## config.mk

```make
export PLATFORM = sky130hd
export DESIGN_NAME = pirq_flags
export DESIGN_NICKNAME = d
export VERILOG_FILES = /design/src/rtl/pirq_pkg.sv /design/src/rtl/pirq_reset_sync.sv /design/src/rtl/pirq_flags.sv
export SDC_FILE = /design/constraint.sdc
export NUM_CORES = 1
export LEC_CHECK = 0
export ABC_AREA = 0
export BUFFER_PORTS_ARGS = -buffer_cell sky130_fd_sc_hd__clkbuf_2
export CAP_MARGIN = 20
export CORE_AREA = 2 2 69 71
export CTS_CLUSTER_SIZE = 25
export DETAILED_ROUTE_END_ITERATION = 8
export DIE_AREA = 0 0 71 73
export PLACE_DENSITY = 0.84
export SETUP_SLACK_MARGIN = 0.02
export SLEW_MARGIN = 20
export SYNTH_ARGS = -nofsm -noshare
export SYNTH_HDL_FRONTEND = slang
export SYNTH_HIERARCHICAL = 1
export SYNTH_SLANG_ARGS = --single-unit
```

## constraint.sdc

```tcl
create_clock -name sys_clk_i -period 2.1 [get_ports sys_clk_i]
set_input_delay 0.105 -clock sys_clk_i [delete_from_list [all_inputs] [get_ports sys_clk_i]]
set_output_delay 0.105 -clock sys_clk_i [all_outputs]
set_load 0.01 [all_outputs]
```

## src/rtl/pirq_pkg.sv

```systemverilog
package pirq_pkg;
  // register bus
  localparam int ADDR_W = 8;
  localparam int DATA_W = 8;

  // register offsets
  localparam logic [7:0] OFS_FLAGS_ONE   = 8'h0c;
  localparam logic [7:0] OFS_FLAGS_TWO   = 8'h0d;
  localparam logic [7:0] OFS_ENABLES_ONE = 8'h8c;
  localparam logic [7:0] OFS_ENABLES_TWO = 8'h8d;
  localparam logic [7:0] OFS_RESET_CAUSE = 8'h8e;
  localparam logic [7:0] OFS_IRQ_STATUS  = 8'h90;
  localparam logic [7:0] OFS_IRQ_MASK    = 8'h91;

  // field positions, flags one and enables one
  localparam int BIT_PARALLEL   = 7;
  localparam int BIT_CONVERSION = 6;
  localparam int BIT_RECEIVE    = 5;
  localparam int BIT_TRANSMIT   = 4;
  localparam int BIT_SERIAL     = 3;
  localparam int BIT_CCP_ONE    = 2;
  localparam int BIT_PERIOD     = 1;
  localparam int BIT_OVERFLOW   = 0;
  // flags two, enables two
  localparam int BIT_CCP_TWO    = 0;
  // reset cause
  localparam int BIT_POWERON    = 1;
  localparam int BIT_BROWNOUT   = 0;
  // event status: usart and second unit
  localparam int BIT_EV_USART   = 5;
  localparam int BIT_EV_CCP_TWO = 4;

  // stored (software writable) bits of flags one
  localparam logic [7:0] MASK_FLAGS_ONE = 8'hcf;

  // reset values
  localparam logic [7:0] RST_FLAGS    = 8'h00;
  localparam logic [7:0] RST_ENABLES  = 8'h00;
  localparam logic [7:0] RST_IRQ_MASK = 8'h00;
  localparam logic       RST_POWERON  = 1'b0;
  localparam logic       RST_BROWNOUT = 1'b0;

  // peripheral condition pulses
  typedef struct packed {
    logic parallel_port;
    logic conversion_done;
    logic serial_port;
    logic capture_compare_one;
    logic period_match;
    logic timer_overflow;
    logic capture_compare_two;
  } pirq_event_t;

  // capture/compare units in pwm mode
  typedef struct packed {
    logic unit_one_pwm;
    logic unit_two_pwm;
  } pirq_ccp_mode_t;

  // register bus request
  typedef struct packed {
    logic [ADDR_W-1:0] addr;
    logic [DATA_W-1:0] wdata;
    logic              wr;
    logic              rd;
  } pirq_bus_req_t;
endpackage

```

## src/rtl/pirq_reset_sync.sv

```systemverilog
`timescale 1ns/1ps
module pirq_reset_sync (
  // clock and raw reset
  input  wire logic sys_clk_i,
  input  wire logic nrst_i,
  // released reset
  output logic      rst_n_o
);
  logic stage_one;

  always_ff @(posedge sys_clk_i or negedge nrst_i) begin
    if (!nrst_i) begin
      stage_one <= 1'b0;
      rst_n_o   <= 1'b0;
    end else begin
      stage_one <= 1'b1;
      rst_n_o   <= stage_one;
    end
  end
endmodule

```

## src/rtl/pirq_flags.sv

```systemverilog
`timescale 1ns/1ps
module pirq_flags
  import pirq_pkg::*;
#(
  parameter bit HAS_PARALLEL_PORT = 1'b1,
  parameter bit HAS_CONVERTER     = 1'b1
) (
  // clock and reset
  input  wire logic        sys_clk_i,
  input  wire logic        nrst_i,
  // register bus
  input  wire pirq_bus_req_t bus_req_i,
  output logic [DATA_W-1:0] rd_data_o,
  // peripheral conditions
  input  wire pirq_event_t    event_i,
  input  wire pirq_ccp_mode_t ccp_mode_i,
  input  wire logic        receive_full_i,
  input  wire logic        transmit_empty_i,
  // reset cause
  input  wire logic        brownout_event_i,
  input  wire logic        brownout_detect_enable_i,
  // core interface
  input  wire logic        peripheral_irq_enable_i,
  output logic             periph_irq_o,
  output logic             irq_o
);
  logic              rst_n;
  logic [7:0]        flags_one;
  logic [7:0]        enables_one;
  logic              capture_compare_two_flag;
  logic              capture_compare_two_enable;
  logic              poweron_status;
  logic              brownout_status;
  logic [7:0]        irq_status;
  logic [7:0]        irq_mask;
  logic              receive_q;
  logic              transmit_q;
  logic [7:0]        impl_mask;
  logic [7:0]        set_one;
  logic [7:0]        next_flags_one;
  logic [7:0]        flags_one_view;
  logic              next_ccp_two;
  logic [7:0]        status_set;
  logic [7:0]        next_rd_data;
  logic              wr_flags_one;
  logic              wr_flags_two;
  logic              wr_enables_one;
  logic              wr_enables_two;
  logic              wr_reset_cause;
  logic              wr_irq_mask;
  logic              rd_irq_status;

  function automatic logic hit(input logic [7:0] a,
                               input logic [7:0] ofs);
    return a == ofs;
  endfunction

  pirq_reset_sync u_reset_sync (
    .sys_clk_i (sys_clk_i),
    .nrst_i    (nrst_i),
    .rst_n_o   (rst_n)
  );

  // write and read decode
  assign wr_flags_one   = bus_req_i.wr & hit(bus_req_i.addr, OFS_FLAGS_ONE);
  assign wr_flags_two   = bus_req_i.wr & hit(bus_req_i.addr, OFS_FLAGS_TWO);
  assign wr_enables_one = bus_req_i.wr & hit(bus_req_i.addr, OFS_ENABLES_ONE);
  assign wr_enables_two = bus_req_i.wr & hit(bus_req_i.addr, OFS_ENABLES_TWO);
  assign wr_reset_cause = bus_req_i.wr & hit(bus_req_i.addr, OFS_RESET_CAUSE);
  assign wr_irq_mask    = bus_req_i.wr & hit(bus_req_i.addr, OFS_IRQ_MASK);
  assign rd_irq_status  = bus_req_i.rd & hit(bus_req_i.addr, OFS_IRQ_STATUS);

  // absent peripherals leave reserved bits
  always_comb begin
    impl_mask = MASK_FLAGS_ONE;
    impl_mask[BIT_PARALLEL]   = HAS_PARALLEL_PORT;
    impl_mask[BIT_CONVERSION] = HAS_CONVERTER;
  end

  // condition pulses, enables not consulted
  always_comb begin
    set_one = 8'h00;
    set_one[BIT_PARALLEL]   = event_i.parallel_port;
    set_one[BIT_CONVERSION] = event_i.conversion_done;
    set_one[BIT_SERIAL]     = event_i.serial_port;
    set_one[BIT_CCP_ONE]    = event_i.capture_compare_one
                            & ~ccp_mode_i.unit_one_pwm;
    set_one[BIT_PERIOD]     = event_i.period_match;
    set_one[BIT_OVERFLOW]   = event_i.timer_overflow;
  end

  // set wins over a software clear
  always_comb begin
    next_flags_one = flags_one;
    if (wr_flags_one) begin
      next_flags_one = bus_req_i.wdata;
    end
    next_flags_one = (next_flags_one | set_one) & impl_mask;
  end

  always_ff @(posedge sys_clk_i or negedge rst_n) begin
    if (!rst_n) begin
      flags_one <= RST_FLAGS;
    end else begin
      flags_one <= next_flags_one;
    end
  end

  // usart bits are live levels, not stored
  always_comb begin
    flags_one_view = flags_one;
    flags_one_view[BIT_RECEIVE]  = receive_full_i;
    flags_one_view[BIT_TRANSMIT] = transmit_empty_i;
  end

  always_ff @(posedge sys_clk_i or negedge rst_n) begin
    if (!rst_n) begin
      enables_one <= RST_ENABLES;
    end else if (wr_enables_one) begin
      enables_one <= bus_req_i.wdata & (impl_mask | 8'h30);
    end
  end

  // second capture/compare unit
  always_comb begin
    next_ccp_two = capture_compare_two_flag;
    if (wr_flags_two) begin
      next_ccp_two = bus_req_i.wdata[BIT_CCP_TWO];
    end
    next_ccp_two = next_ccp_two
                 | (event_i.capture_compare_two
                    & ~ccp_mode_i.unit_two_pwm);
  end

  always_ff @(posedge sys_clk_i or negedge rst_n) begin
    if (!rst_n) begin
      capture_compare_two_flag <= RST_FLAGS[BIT_CCP_TWO];
    end else begin
      capture_compare_two_flag <= next_ccp_two;
    end
  end

  always_ff @(posedge sys_clk_i or negedge rst_n) begin
    if (!rst_n) begin
      capture_compare_two_enable <= RST_ENABLES[BIT_CCP_TWO];
    end else if (wr_enables_two) begin
      capture_compare_two_enable <=
        bus_req_i.wdata[BIT_CCP_TWO];
    end
  end

  // power-on status: reset drives it low
  always_ff @(posedge sys_clk_i or negedge rst_n) begin
    if (!rst_n) begin
      poweron_status <= RST_POWERON;
    end else if (wr_reset_cause) begin
      poweron_status <= bus_req_i.wdata[BIT_POWERON];
    end
  end

  // brown-out status, ignored while detector off
  always_ff @(posedge sys_clk_i or negedge rst_n) begin
    if (!rst_n) begin
      brownout_status <= RST_BROWNOUT;
    end else if (brownout_event_i & brownout_detect_enable_i) begin
      brownout_status <= 1'b0;
    end else if (wr_reset_cause) begin
      brownout_status <= bus_req_i.wdata[BIT_BROWNOUT];
    end
  end

  // usart level edges for event status
  always_ff @(posedge sys_clk_i or negedge rst_n) begin
    if (!rst_n) begin
      receive_q  <= 1'b0;
      transmit_q <= 1'b1;
    end else begin
      receive_q  <= receive_full_i;
      transmit_q <= transmit_empty_i;
    end
  end

  always_comb begin
    status_set = set_one;
    status_set[BIT_EV_USART]   = (receive_full_i & ~receive_q)
                               | (transmit_empty_i & ~transmit_q);
    status_set[BIT_EV_CCP_TWO] = event_i.capture_compare_two
                               & ~ccp_mode_i.unit_two_pwm;
    status_set = status_set & (impl_mask | 8'h30);
  end

  // sticky event status, read clears, set wins
  always_ff @(posedge sys_clk_i or negedge rst_n) begin
    if (!rst_n) begin
      irq_status <= RST_FLAGS;
    end else if (rd_irq_status) begin
      irq_status <= status_set;
    end else begin
      irq_status <= irq_status | status_set;
    end
  end

  always_ff @(posedge sys_clk_i or negedge rst_n) begin
    if (!rst_n) begin
      irq_mask <= RST_IRQ_MASK;
    end else if (wr_irq_mask) begin
      irq_mask <= bus_req_i.wdata;
    end
  end

  assign irq_o = |(irq_status & irq_mask);

  // peripheral request to the core
  assign periph_irq_o = peripheral_irq_enable_i
    & (|(flags_one_view & enables_one)
       | (capture_compare_two_flag
          & capture_compare_two_enable));

  // read mux, unused and unmapped read zero
  always_comb begin
    next_rd_data = 8'h00;
    if (bus_req_i.rd) begin
      case (bus_req_i.addr)
        OFS_FLAGS_ONE:   next_rd_data = flags_one_view & (impl_mask | 8'h30);
        OFS_FLAGS_TWO:   next_rd_data[BIT_CCP_TWO] = capture_compare_two_flag;
        OFS_ENABLES_ONE: next_rd_data = enables_one;
        OFS_ENABLES_TWO: begin
          next_rd_data[BIT_CCP_TWO] =
            capture_compare_two_enable;
        end
        OFS_RESET_CAUSE: begin
          next_rd_data[BIT_POWERON]  = poweron_status;
          next_rd_data[BIT_BROWNOUT] = brownout_status;
        end
        OFS_IRQ_STATUS:  next_rd_data = irq_status;
        OFS_IRQ_MASK:    next_rd_data = irq_mask;
        default:         next_rd_data = 8'h00;
      endcase
    end
  end

  always_ff @(posedge sys_clk_i or negedge rst_n) begin
    if (!rst_n) begin
      rd_data_o <= 8'h00;
    end else begin
      rd_data_o <= next_rd_data;
    end
  end
endmodule

```

==> flow_summary.json <==
{
  "outcome": "finished clean",
  "dieArea_um2": 5180,
  "setup_tns_ps": 0,
  "cts_setup_buffers": 0,
  "route.final.wire_length_um": 4770,
  "clkPwrFrac_pct": 33.2,
  "p_comb_share_pct": 10.8,
  "fill_cells": 372,
  "sw_frac_of_total_pct": 23.3,
  "rsz0062_at_grt": "no",
  "num_vias": 1606,
  "hold_viol_final": 0,
  "drt_pass1_iterations": 4,
  "power.switching_uw": 384,
  "cp_top_family": "simple AND/OR/NAND/NOR gates",
  "relSlewSlack_pct": 46.7,
  "routabilityCongestion": 0.845,
  "cts_buffers": 5,
  "period_share_pct": 91.6,
  "crit_chain": "clkbuf_2 > or3_1 > nor4_1 > mux2i_1 > a21oi_1 > dlygate4sd3_1",
  "fmax_ghz": 0.520,
  "critPathLaunch": "bus_req_i[15]",
  "cts_resized": 0,
  "hold_class": "input pin to flop",
  "wire_per_inst_um": 16.6,
  "crit_path_top_delay_cell": "nor4_1",
  "required_ps": 2290,
  "r2r-end": "brownout_status",
  "drt_iter0_markers": 99,
  "endpoint": "brownout_status",
  "start_util_pct": 48.0,
  "synthCells": 175,
  "utilization_pct": 58.3,
  "setup_viol": 0,
  "htreeDepth": 2,
  "hold_ws_ps": 7.03,
  "skew_ps": 3.37,
  "intPower_mw": 1.26,
  "slowest_delay_ps": 560,
  "die_h_um": 73,
  "slew_viol_final": 0,
  "placed_area_um2": 2460,
  "timing_worst_setup_path_type": "input pin to flop",
  "synth_seq_cells": 46,
  "first_global_vias": 1639,
  "grt-ovfl-total": 0,
  "ctsLongestPathBuffers": 2,
  "fin_area_um2": 2640,
  "cp_num_cells": 6,
  "rows": 25,
  "hpwl_um": 3420,
  "drc": 0,
  "place_inst": 271,
  "mostFrequentLayoutCells": "dfrtp_1 (44), clkbuf_2 (43), mux2_2 (17), nand2_1 (11), a22oi_1 (11)",
  "final_common_cell": "dfrtp_1",
  "synth_area_per_cell_um2": 12.4,
  "routed_via_density": 5.58,
  "io-pin-count": 44,
  "grt_use_total_pct": 19.9,
  "worst-slew-pin-transition_ps": 791,
  "netlist-cell-type-count": 42,
  "clockRootBuffer": "clkbuf_8",
  "r2r.worst_path.cells": 3,
  "antenna_found_initial": 0,
  "critPathMaxFanout": 7,
  "syn_to_final_growth_pct": 21.5,
  "reg2reg_slack_ps": 880,
  "io_buffers": 43,
  "ant_nets": 0,
  "cts_tree": "yes",
  "cp.arrival_ps": 2110,
  "grt_pass1_wl_um": 7890,
  "syn_area_um2": 2180,
  "cts.sinks": 46,
  "seq_area_frac_synth_pct": 53.0,
  "critPathBufInv": 2,
  "coreArea_um2": 4540,
  "drv_cap": 0,
  "die_w_um": 71,
  "clk_pin_slew_worst_paths_ps": 80,
  "p_leak_nw": 1.20,
  "vdd_ir_drop_max_uv": 355,
  "final_nets": 267,
  "r2r_start": "brownout_status",
  "grt_max_degree": 45,
  "num_antenna_cells": 0,
  "synthesis.nets": 209,
  "clock_latency_ps": 300,
  "finalCriticalPeriod_ps": 1920,
  "end_kind": "flop",
  "power.density_nw_per_um2": 623,
  "startpoint_type": "input pin",
  "power_frac_seq_pct": 56.1,
  "synth_warnings": 6,
  "final_layout_size_suffix_gt1_share_pct": 37.6,
  "fin_cells": 288
}
## kinds of logic after synthesis
group | count (synthesis) | synth area share [%]
and+or+nand+nor | 44 | 13.2
AOI/OAI and AO/OA | 43 | 14.1
DFF | 46 | 53.0
muxes | 31 | 17.1
other | 1 | 0.172
buffers and inverters | 10 | 2.47
## power by group through the flow
stage / registers (mW) / logic, mW / clock network (mW)
after floorplan: 0.947 / 0.0871 / 0
after global placement: 0.939 / 0.163 / 0
after detailed placement: 0.940 / 0.167 / 0
after CTS: 0.923 / 0.178 / 0.566
after global routing: 0.926 / 0.196 / 0.605
final: 0.923 / 0.177 / 0.546
## cell type report
type                            count  area (um2)  share of cell area (%)
Multi-Input combinational cell    119         970                    36.7
Clock inverter                      1        5.00                   0.189
Tap cell                           54        67.6                    2.56
Clock buffer                        7        86.3                    3.27
Sequential cell                    46        1150                    43.6
Timing Repair Buffer               58         350                    13.3
Inverter                            3        11.3                   0.426
## registers in the layout (all words and copies together), names as in the netlist
| name | flops |
|---|---|
| rd_data_o | 8 |
| capture_compare_two_enable | 1 |
| irq_mask | 8 |
| receive_q | 1 |
| brownout_status | 1 |
| u_reset_sync/rst_n_o | 1 |
| irq_status | 8 |
| capture_compare_two_flag | 1 |
| u_reset_sync/stage_one | 1 |
| poweron_status | 1 |
| flags_one | 6 |
| transmit_q | 1 |
| enables_one | 8 |
## per-layer routing
layer | GRT usage (%) | share of wire (%) | up-vias
met5 | 0 | 0 | -
met1 | 24.9 | 44 | 778
met2 | 33.7 | 49 | 50
met3 | 4.28 | 5.1 | 13
met4 | 8.18 | 2.2 | 0
li1 | - | - | 765
## synth_stat cells (all sizes together)
library cell / n / area [um2]
dfrtp: 45 / 1130
mux2: 25 / 312
nand2: 12 / 52.6
a22oi: 11 / 82.6
a21oi: 9 / 45.0
nor2b: 7 / 43.8
a21o: 6 / 45.0
mux2i: 6 / 60.1
nor4: 6 / 52.6
a211o: 5 / 43.8
buf: 4 / 31.3
clkbuf: 3 / 11.3
inv: 3 / 11.3
nand2b: 3 / 18.8
nor2: 3 / 11.3
o21ai: 3 / 15.0
a21boi: 2 / 15.0
nand3: 2 / 10.0
nor3: 2 / 10.0
a221o: 1 / 10.0
a221oi: 1 / 8.76
a222oi: 1 / 10.0
a22o: 1 / 8.76
a31oi: 1 / 6.26
and2: 1 / 6.26
and3: 1 / 6.26
and3b: 1 / 8.76
and4bb: 1 / 12.5
conb: 1 / 3.75
dfstp: 1 / 26.3
nand3b: 1 / 20.0
nand4: 1 / 6.26
nor4b: 1 / 15.0
o211ai: 1 / 7.51
o2bb2ai: 1 / 8.76
or3: 1 / 6.26
or4: 1 / 7.51
## worst min-delay path by stage
| stage | startpoint | endpoint | cells after the start |
|---|---|---|---|
| after floorplan | nrst_i | u_reset_sync/rst_n_o | 0 |
| final | event_i[1] | irq_status[0] | 2 |
| after global routing | event_i[2] | flags_one[1] | 2 |
| after detailed placement | nrst_i | u_reset_sync/stage_one | 1 |
| after CTS | event_i[1] | irq_status[0] | 2 |
| after global placement | nrst_i | u_reset_sync/stage_one | 1 |
## stage by stage
step	setup slack [ps]	power (mW)
2_1_floorplan	500	1.03
5_1_grt	125	1.73
6_report	176	1.65
3_3_place_gp	331	1.10
3_5_place_dp	290	1.11
4_1_cts	180	1.67
## timing repair
item                                    4_1_cts  5_1_grt
hold buffers                                  8        1
endpoints found under the setup margin        0        0
hold endpoints to repair                      9        1
Power figures use the tool's default switching activity.
